$ cat src/wdbus_defines.vh
// constants for the watchdog and bus mode control register slice
`ifndef WDBUS_DEFINES_VH
`define WDBUS_DEFINES_VH
`define FRAME_BITS 16
`define WR_BIT 7
`define ADDR_DOG_CTRL 7'h03
`define ADDR_BUS_ONE 7'h04
`define ADDR_BUS_TWO 7'h05
`define DOG_POR 8'h14
`define BUS_ONE_POR 8'h20
`define BUS_TWO_POR 8'h00
`define DOG_RD_MASK 8'h7F
`define DOG_RESTART_KEEP 8'h18
`define DOG_RESTART_SET 8'h04
`define BUS_ONE_WMASK 8'hFB
`define BUS_TWO_WMASK 8'h1B
`define DOG_CHK_BIT 7
`define DOG_STOP_DIS_BIT 6
`define DOG_WIN_BIT 5
`define DOG_BUS_WAKE_BIT 4
`define DOG_MAX3_BIT 3
`define LIN_FLASH_BIT 7
`define LIN_LOW_SLOPE_BIT 6
`define LIN_TX_TO_BIT 5
`define MODE_NORMAL 2'h0
`define MODE_SLEEP 2'h1
`define MODE_STOP 2'h2
`define TRX_OFF 2'h0
`define TRX_WAKE 2'h1
`define TRX_RX_ONLY 2'h2
`define TRX_NORMAL 2'h3
`define DOG_MS_0 16'h000A
`define DOG_MS_1 16'h0014
`define DOG_MS_2 16'h0032
`define DOG_MS_3 16'h0064
`define DOG_MS_4 16'h00C8
`define DOG_MS_5 16'h01F4
`define DOG_MAX_RESETS 2'h3
`endif
$ cat src/spi_frame_port.v
// spi slave frame shifter with pin synchronisers, lsb first
`timescale 1ns/1ns
`include "wdbus_defines.vh"
module spi_frame_port #(
    parameter FRAME_BITS = `FRAME_BITS
) (
    input wire clk,
    input wire sys_rst,
    input wire spi_cs_n,
    input wire spi_sck,
    input wire spi_mosi,
    input wire [7:0] rd_data,
    output wire spi_miso,
    output wire spi_miso_oe,
    output wire addr_valid,
    output wire frame_done,
    output wire frame_ok,
    output wire [15:0] frame
);
    localparam [2:0] PIN_IDLE = 3'h1;
    wire [2:0] pins;
    reg [2:0] s1_r, s2_r, s3_r, flt_r, flt_d_r;
    reg [4:0] cnt_r;
    reg [15:0] sh_r;
    reg [7:0] tx_r;
    reg miso_r, oe_r, addr_valid_r, done_r, ok_r;
    wire cs_n, sck, mosi, sck_rise, sck_fall, cs_fall, cs_rise;

    assign pins = {spi_mosi, spi_sck, spi_cs_n};
    genvar i;
    generate
        for (i = 0; i < 3; i = i + 1) begin : sync
            // a level is taken only once stages two and three agree
            always @(posedge clk) begin
                if (sys_rst) begin
                    s1_r[i] <= PIN_IDLE[i];
                    s2_r[i] <= PIN_IDLE[i];
                    s3_r[i] <= PIN_IDLE[i];
                    flt_r[i] <= PIN_IDLE[i];
                    flt_d_r[i] <= PIN_IDLE[i];
                end else begin
                    s1_r[i] <= pins[i];
                    s2_r[i] <= s1_r[i];
                    s3_r[i] <= s2_r[i];
                    if (s2_r[i] == s3_r[i]) begin
                        flt_r[i] <= s3_r[i];
                    end
                    flt_d_r[i] <= flt_r[i];
                end
            end
        end
    endgenerate

    assign cs_n = flt_r[0];
    assign sck = flt_r[1];
    assign mosi = flt_r[2];
    assign sck_rise = sck & ~flt_d_r[1] & ~cs_n;
    assign sck_fall = ~sck & flt_d_r[1] & ~cs_n;
    assign cs_fall = ~cs_n & flt_d_r[0];
    assign cs_rise = cs_n & ~flt_d_r[0];

    always @(posedge clk) begin
        if (sys_rst) begin
            cnt_r <= 5'h00;
            sh_r <= 16'h0000;
            tx_r <= 8'h00;
            miso_r <= 1'b0;
            oe_r <= 1'b0;
            addr_valid_r <= 1'b0;
            done_r <= 1'b0;
            ok_r <= 1'b0;
        end else begin
            addr_valid_r <= sck_rise && (cnt_r == 5'h07);
            done_r <= cs_rise;
            ok_r <= cs_rise && (cnt_r == FRAME_BITS[4:0]);
            oe_r <= ~cs_n;
            if (cs_fall) begin
                cnt_r <= 5'h00;
                tx_r <= 8'h00;
                miso_r <= 1'b0;
            end else begin
                if (sck_rise) begin
                    sh_r <= {mosi, sh_r[15:1]};
                    if (cnt_r != 5'h1F) begin
                        cnt_r <= cnt_r + 5'h01;
                    end
                end
                if (addr_valid_r) begin
                    tx_r <= rd_data;
                end else if (sck_fall) begin
                    miso_r <= tx_r[0];
                    tx_r <= {1'b0, tx_r[7:1]};
                end
            end
        end
    end

    assign spi_miso = miso_r;
    assign spi_miso_oe = oe_r;
    assign addr_valid = addr_valid_r;
    assign frame_done = done_r;
    assign frame_ok = ok_r;
    assign frame = sh_r;
endmodule // spi_frame_port

$ cat src/watchdog_and_bus_mode_control_regs.v
// watchdog control and bus mode control registers behind the spi port
`timescale 1ns/1ns
`include "wdbus_defines.vh"
module watchdog_and_bus_mode_control_regs (
    input wire clk,
    input wire sys_rst,
    input wire spi_cs_n,
    input wire spi_sck,
    input wire spi_mosi,
    output wire spi_miso,
    output wire spi_miso_oe,
    input wire soft_reset,
    input wire restart,
    input wire [1:0] chip_mode,
    input wire bus_wake,
    input wire dog_fail,
    input wire dog_serviced,
    input wire hw_stop_dis_we,
    input wire hw_stop_dis_val,
    input wire hw_bus_wake_we,
    input wire hw_bus_wake_val,
    input wire hw_period_we,
    input wire [2:0] hw_period_val,
    input wire hw_can_we,
    input wire [1:0] hw_can_val,
    input wire hw_lin_first_we,
    input wire [1:0] hw_lin_first_val,
    input wire hw_lin_second_we,
    input wire [1:0] hw_lin_second_val,
    input wire hw_lin_third_we,
    input wire [1:0] hw_lin_third_val,
    output wire spi_fail,
    output wire dog_active,
    output wire dog_stop_disable,
    output wire dog_window_select,
    output wire dog_start_on_bus_wake,
    output wire dog_max_three,
    output wire [2:0] dog_period,
    output wire [15:0] dog_period_ms,
    output wire dog_period_valid,
    output wire dog_long_window_start,
    output wire dog_reset_req,
    output wire lin_flash,
    output wire lin_low_slope,
    output wire lin_tx_timeout_en,
    output wire [1:0] can_mode,
    output wire [1:0] lin_mode_first,
    output wire [1:0] lin_mode_second,
    output wire [1:0] lin_mode_third
);
    reg [7:0] dog_r, dog_nxt;
    reg [7:0] bus_one_r, bus_one_nxt;
    reg [7:0] bus_two_r, bus_two_nxt;
    reg [7:0] rd_data;
    reg fail_r, fail_nxt;
    reg [1:0] rst_cnt_r;
    reg dog_reset_r;
    reg dog_active_r;
    reg long_win_r;
    reg [15:0] ms_r;
    reg ms_valid_r;
    reg [1:0] can_eff_r;
    reg [1:0] lin_mode_first_eff_r;
    reg [1:0] lin_mode_second_eff_r;
    reg [1:0] lin_mode_third_eff_r;
    wire addr_valid;
    wire frame_done;
    wire frame_ok;
    wire [15:0] frame;
    wire [6:0] rd_addr;
    wire [6:0] wr_addr;
    wire wr_req;
    wire [7:0] wr_data;
    wire low_power;
    wire in_stop;

    spi_frame_port #(
        .FRAME_BITS(`FRAME_BITS)
    ) port_u (
        .clk(clk),
        .sys_rst(sys_rst),
        .spi_cs_n(spi_cs_n),
        .spi_sck(spi_sck),
        .spi_mosi(spi_mosi),
        .rd_data(rd_data),
        .spi_miso(spi_miso),
        .spi_miso_oe(spi_miso_oe),
        .addr_valid(addr_valid),
        .frame_done(frame_done),
        .frame_ok(frame_ok),
        .frame(frame)
    );

    // while only the first byte is in, it sits in the top half of the shifter
    assign rd_addr = frame[14:8];
    assign wr_addr = frame[6:0];
    // a write only counts for a complete frame of exactly sixteen bits
    assign wr_req = frame_done && frame_ok && frame[`WR_BIT];
    assign wr_data = frame[15:8];
    assign low_power = (chip_mode == `MODE_STOP) || (chip_mode == `MODE_SLEEP);
    assign in_stop = (chip_mode == `MODE_STOP);

    // read data use the next values so a same-cycle hardware update is seen
    always @* begin
        rd_data = 8'h00;
        if (rd_addr == `ADDR_DOG_CTRL) begin
            rd_data = dog_nxt & `DOG_RD_MASK;
        end else if (rd_addr == `ADDR_BUS_ONE) begin
            rd_data = bus_one_nxt & `BUS_ONE_WMASK;
        end else if (rd_addr == `ADDR_BUS_TWO) begin
            rd_data = bus_two_nxt & `BUS_TWO_WMASK;
        end
    end

    always @* begin
        dog_nxt = dog_r;
        bus_one_nxt = bus_one_r;
        bus_two_nxt = bus_two_r;
        fail_nxt = 1'b0;
        if (soft_reset) begin
            dog_nxt = `DOG_POR;
            bus_one_nxt = `BUS_ONE_POR;
            bus_two_nxt = `BUS_TWO_POR;
        end else if (restart) begin
            dog_nxt = (dog_r & `DOG_RESTART_KEEP) | `DOG_RESTART_SET;
            bus_one_nxt = bus_one_r & `BUS_ONE_WMASK;
            bus_two_nxt = bus_two_r & `BUS_TWO_WMASK;
        end else begin
            if (wr_req) begin
                if (wr_addr == `ADDR_DOG_CTRL) begin
                    // odd parity drops the whole byte, not just bad bits
                    if (^wr_data) begin
                        fail_nxt = 1'b1;
                    end else begin
                        dog_nxt = wr_data & `DOG_RD_MASK;
                    end
                end else if (wr_addr == `ADDR_BUS_ONE) begin
                    bus_one_nxt = wr_data & `BUS_ONE_WMASK;
                end else if (wr_addr == `ADDR_BUS_TWO) begin
                    bus_two_nxt = wr_data & `BUS_TWO_WMASK;
                end
            end
            // hardware updates win over a host write in the same cycle
            if (hw_stop_dis_we) begin
                dog_nxt[`DOG_STOP_DIS_BIT] = hw_stop_dis_val;
            end
            if (hw_bus_wake_we) begin
                dog_nxt[`DOG_BUS_WAKE_BIT] = hw_bus_wake_val;
            end
            if (hw_period_we) begin
                dog_nxt[2:0] = hw_period_val;
            end
            if (hw_can_we) begin
                bus_one_nxt[1:0] = hw_can_val;
            end
            if (hw_lin_first_we) begin
                bus_one_nxt[4:3] = hw_lin_first_val;
            end
            if (hw_lin_second_we) begin
                bus_two_nxt[1:0] = hw_lin_second_val;
            end
            if (hw_lin_third_we) begin
                bus_two_nxt[4:3] = hw_lin_third_val;
            end
        end
    end

    always @(posedge clk) begin
        if (sys_rst) begin
            dog_r <= `DOG_POR;
            bus_one_r <= `BUS_ONE_POR;
            bus_two_r <= `BUS_TWO_POR;
            fail_r <= 1'b0;
        end else begin
            dog_r <= dog_nxt;
            bus_one_r <= bus_one_nxt;
            bus_two_r <= bus_two_nxt;
            fail_r <= fail_nxt;
        end
    end

    // stored bits stay put in low power; only the driven mode is degraded
    function [1:0] trx_eff;
        input [1:0] code;
        input lp;
        begin
            if (lp && (code == `TRX_NORMAL)) begin
                trx_eff = `TRX_WAKE;
            end else begin
                trx_eff = code;
            end
        end
    endfunction

    always @(posedge clk) begin
        if (sys_rst) begin
            can_eff_r <= `TRX_OFF;
            lin_mode_first_eff_r <= `TRX_OFF;
            lin_mode_second_eff_r <= `TRX_OFF;
            lin_mode_third_eff_r <= `TRX_OFF;
        end else begin
            can_eff_r <= trx_eff(bus_one_r[1:0], low_power);
            lin_mode_first_eff_r <= trx_eff(bus_one_r[4:3], low_power);
            lin_mode_second_eff_r <= trx_eff(bus_two_r[1:0], low_power);
            lin_mode_third_eff_r <= trx_eff(bus_two_r[4:3], low_power);
        end
    end

    always @(posedge clk) begin
        if (sys_rst) begin
            ms_r <= `DOG_MS_0;
            ms_valid_r <= 1'b1;
        end else begin
            ms_valid_r <= 1'b1;
            case (dog_r[2:0])
                3'h0: ms_r <= `DOG_MS_0;
                3'h1: ms_r <= `DOG_MS_1;
                3'h2: ms_r <= `DOG_MS_2;
                3'h3: ms_r <= `DOG_MS_3;
                3'h4: ms_r <= `DOG_MS_4;
                3'h5: ms_r <= `DOG_MS_5;
                default: begin
                    // undefined and reserved codes fall back to the shortest period
                    ms_r <= `DOG_MS_0;
                    ms_valid_r <= 1'b0;
                end
            endcase
        end
    end

    always @(posedge clk) begin
        if (sys_rst) begin
            dog_active_r <= 1'b1;
            long_win_r <= 1'b0;
        end else begin
            dog_active_r <= ~(in_stop && dog_r[`DOG_STOP_DIS_BIT]);
            long_win_r <= bus_wake && in_stop && dog_r[`DOG_BUS_WAKE_BIT];
        end
    end

    // consecutive failure count survives a restart, cleared by service, soft reset or por
    always @(posedge clk) begin
        if (sys_rst || soft_reset) begin
            rst_cnt_r <= 2'h0;
            dog_reset_r <= 1'b0;
        end else begin
            dog_reset_r <= 1'b0;
            if (dog_fail) begin
                if (dog_r[`DOG_MAX3_BIT] && (rst_cnt_r == `DOG_MAX_RESETS)) begin
                    dog_reset_r <= 1'b0;
                end else begin
                    dog_reset_r <= 1'b1;
                    if (rst_cnt_r != `DOG_MAX_RESETS) begin
                        rst_cnt_r <= rst_cnt_r + 2'h1;
                    end
                end
            end else if (dog_serviced) begin
                rst_cnt_r <= 2'h0;
            end
        end
    end

    assign spi_fail = fail_r;
    assign dog_active = dog_active_r;
    assign dog_stop_disable = dog_r[`DOG_STOP_DIS_BIT];
    assign dog_window_select = dog_r[`DOG_WIN_BIT];
    assign dog_start_on_bus_wake = dog_r[`DOG_BUS_WAKE_BIT];
    assign dog_max_three = dog_r[`DOG_MAX3_BIT];
    assign dog_period = dog_r[2:0];
    assign dog_period_ms = ms_r;
    assign dog_period_valid = ms_valid_r;
    assign dog_long_window_start = long_win_r;
    assign dog_reset_req = dog_reset_r;
    assign lin_flash = bus_one_r[`LIN_FLASH_BIT];
    assign lin_low_slope = bus_one_r[`LIN_LOW_SLOPE_BIT];
    assign lin_tx_timeout_en = bus_one_r[`LIN_TX_TO_BIT];
    assign can_mode = can_eff_r;
    assign lin_mode_first = lin_mode_first_eff_r;
    assign lin_mode_second = lin_mode_second_eff_r;
    assign lin_mode_third = lin_mode_third_eff_r;
endmodule // watchdog_and_bus_mode_control_regs

$ cat config.mk
export PLATFORM = sky130hd
export DESIGN_NAME = watchdog_and_bus_mode_control_regs
export DESIGN_NICKNAME = d
export VERILOG_FILES = /design/src/spi_frame_port.v /design/src/watchdog_and_bus_mode_control_regs.v
export VERILOG_INCLUDE_DIRS = /design/src
export SDC_FILE = /design/constraint.sdc
export NUM_CORES = 1
export LEC_CHECK = 0
export BUFFER_PORTS_ARGS = -buffer_cell sky130_fd_sc_hd__buf_2
export CAP_MARGIN = 10
export CORE_MARGIN = 4
export CORE_UTILIZATION = 40
export CTS_CLUSTER_SIZE = 20
export DETAILED_ROUTE_END_ITERATION = 10
export GPL_TIMING_DRIVEN = 0
export PLACE_DENSITY_LB_ADDON = 0.1
export SYNTH_ARGS = -nofsm -noshare
export SYNTH_HDL_FRONTEND = slang
export SYNTH_SLANG_ARGS = --single-unit
$ cat constraint.sdc
create_clock -name clk -period 3 [get_ports clk]
set_clock_uncertainty 0.2 [all_clocks]
set_input_delay 0.45 -clock clk [delete_from_list [all_inputs] [get_ports clk]]
set_output_delay 0.45 -clock clk [all_outputs]
set_load 0.01 [all_outputs]
==> summary.txt <==
Run status
  • Outcome: finished, final reports clean

Place
  • Port-buffer cells: 63
  • Hpwl dp: 7.69 mm
  • Routability cong.: 0.889

Synthesis
  • Primary FF master, synth: dfxtp_1
  • Synth Warn #: 0
  • Unique cell type count in the Yosys netlist: 63
  • Async S/R FF share, synth: 0%
  • Post-synth EDFFs: 0
  • Synth Instances: 440
  • Synthesized area: about 3900 sq um
  • Register area share after synthesis: 45.6%
  • Number of synthesized register bits: 89
  • Avg Cell Area, Syn: roughly 8.9 sq um

Floorplanning
  • Core area: 9370 sq um
  • Starting Density: a little over two fifths
  • Area of the die: 11,400 sq um
  • Die H: 107 um
  • Die width: ~110 um
  • Site Rows: 35
  • Ports: 73

GRT
  • Vias in the first global route: 3,177
  • Global-route wire length before repair: 16.0 mm
  • Gr ovfl total: 0
  • Pin count of the biggest net entering global routing: 14
  • Total track usage: 17.9%
  • Initial antenna violation count: 0

STA
  • Setup_tns: 0 ns
  • Fin crit period: 2.72 ns
  • Hold slack: approximately 0.081 ns
  • Unrepaired setup endpoints after global routing: no
  • Fmax: 0.367 GHz
  • Fin crit share: around 91%
  • Pin slew with the least headroom to its limit: 0.647 ns
  • Max Transition Viols Final: 0
  • Hold Vio Cnt, Final: 0
  • Slew HR: 56.7%
  • Final Setup Violations: 0

Worst setup path
  • Worst setup startpoint: port_u.frame[8]
  • Slowest cell delay on critical path: 0.55 ns
  • CP Cell Sequence: inv_1, ha_1, xnor3_1, xnor2_2, nand3_1, mux2i_1, a211o_1, a21oi_1
  • Crit path capture type: flop
  • Worst setup SP type: flop
  • Worst reg2reg path startpoint: port_u.frame[8]
  • Arrival time of the worst setup path: 2.81 ns
  • Critical Path RT: 3.08 ns
  • Crit Path Class: flop to flop
  • Critical Path Fanout Max: 8
  • Slowest CP cell: dfxtp_1

Final layout
  • Ant. Diodes: 0
  • Area grow syn2layout: 18.1%
  • Most common cell after layout, fill and taps aside: dfxtp_1
  • Share of post-route cells with drive strength above 1: approximately a fifth
  • Most frequent cells in the layout: dfxtp_1, buf_2, nand2_1
  • Final nets: 564

Clock network
  • Clock-pin slew on the worst setup and hold paths: 0.08 ns
  • Clock buffer depth: 2
  • CTS buffer count: 9
  • Worst-Skew Late Latency: 0.35 ns
  • CTS HTree Levels: 3
  • CTS Sinks: 89
  • CTS tree: built
  • Root Driver: clkbuf_8

Job
  • Maxcap violations: 0

Pwr
  • Proportion of power drawn by the clock network: 38.0%
  • Switching part of the total: 22.6%
  • Share of power burned in registers: about 56%
  • P_int: between 1.5 and 2 mW
  • PwrDens: 471 nW/um^2
  • LEAKAGE: 1.95 nW
  • Peak supply drop: between 0.0002 and 0.00025 V
  • Net Switching: 0.490 mW
  • Comb pwr share: under 10%

Route
  • Final ANT Viol Nets: 0
  • Routed vias/inst: 5.03
  • 1st-iter DRT viols: approximately 140
  • Drt total wl: around 9.9 mm
  • # DRC: 0
  • Via count: 3,290
  • Routed len/inst: 15.2 um
  • Pre-Repair DR Iteration Count: 4

Hold path
  • Worst Hold Class: primary input to flop
  • Hold_sp: spi_cs_n
## per-stage QoR
stage	util [%]	cells	total power, mW	worst slack, ns	area [sq um]
after floorplan	-	447	1.32	0.623	3930
after global placement	47.0	639	1.37	0.148	4410
after detailed placement	47.0	639	1.38	0.147	4410
after CTS	49.1	654	2.20	0.127	4610
after global routing	49.2	654	2.27	0.0730	4610
final	49.2	654	2.17	0.275	4610
## synth_stat cells (all sizes together), types with 4 or more instances
library cell	n	area share, %
ha	11	3.5
nand2	53	5.1
o311a	4	1.0
nor3	11	1.5
nor3b	8	1.5
mux2i	14	3.6
nand3	11	1.4
nand2b	6	0.96
a211oi	4	0.77
o21ai	9	1.2
buf	11	2.0
and2	5	0.80
or2	7	1.1
nor2	35	3.4
nor2b	25	4.0
clkbuf	14	1.3
inv	20	1.9
a21oi	30	3.8
nand4	5	0.80
dfxtp	89	46
## flip-flops by register name, indices dropped and copies added (netlist names), 2 cells and up
| name | count |
|---|---|
| dog_r | 7 |
| bus_one_r | 7 |
| port_u.cnt_r | 5 |
| can_mode | 2 |
| port_u.flt_d_r | 2 |
| port_u.s2_r | 3 |
| port_u.frame | 16 |
| rst_cnt_r | 2 |
| port_u.s3_r | 3 |
| port_u.tx_r | 8 |
| lin_mode_third | 2 |
| port_u.s1_r | 3 |
| lin_mode_first | 2 |
| lin_mode_second | 2 |
| bus_two_r | 4 |
| dog_period_ms | 8 |
## routing by layer
metal	share of wire [%]	vias to the layer above	GRT usage [%]
li1	-	1678	-
met1	45	1514	22.9
met2	47	89	29.1
met3	6.5	9	5.30
met4	1.2	0	5.94
met5	0	-	0
## final cells by class
type	instances	area (sq um)
fill	979	4760
inverter	21	78.8
clock buffer	13	159
sequential	89	1780
clock inverter	2	37.5
buffer	25	131
tap	129	161
multi-input combinational	312	1950
timing repair buffer	63	315
## kinds of logic (layout without fill, tap and decap cells)
| kind of cell | after synthesis | count (layout) | synth area share (%) |
|---|---|---|---|
| AO/OA/AOI/OAI | 85 | 85 | 14.9 |
| multiplexers | 16 | 16 | 4.16 |
| adder cells (fa/ha/maj) | 11 | 11 | 3.52 |
| flip-flops | 89 | 89 | 45.6 |
| AND/OR/NAND/NOR | 186 | 186 | 24.7 |
| other | 1 | 8 | 0.0960 |
| XOR/XNOR | 6 | 6 | 1.70 |
| buffers and inverters | 46 | 124 | 5.38 |
## critical path: cells and delay by family, from the launching register on
family	cells	cell delay, ns
DFF	1	0.55
xor gates and xnor gates	2	0.54
AOI/OAI and AO/OA	2	0.44
and+or+nand+nor	1	0.33
adders and majority gates	1	0.30
muxes	1	0.22
buffers and inverters	1	0.09
## repair_timing
action	in CTS	in global routing
gates resized for setup	0	1
setup buffers	0	0
hold buffers	0	0
setup endpoints to repair	0	5
endpoints found under the hold margin	0	0
## path summary, 6_finish.rpt
check | cells past startpoint | slack [ns] | end
worst min-delay path | 2 | 0.08 | port_u.s1_r[0]
worst max register to register | 8 | 0.28 | port_u.tx_r[6]
worst max-delay path | 8 | 0.28 | port_u.tx_r[6]
worst min register to register | 1 | 0.20 | dog_active
## power by group through the flow
stage               clock [mW]  combinational, mW  sequential [mW]
floorplan                    0             0.0773             1.24
global placement             0              0.140             1.24
detailed placement           0              0.141             1.24
CTS                      0.854              0.141             1.21
global route             0.907              0.157             1.21
finish                   0.825              0.141             1.21
(Power assumes the default switching activity.)
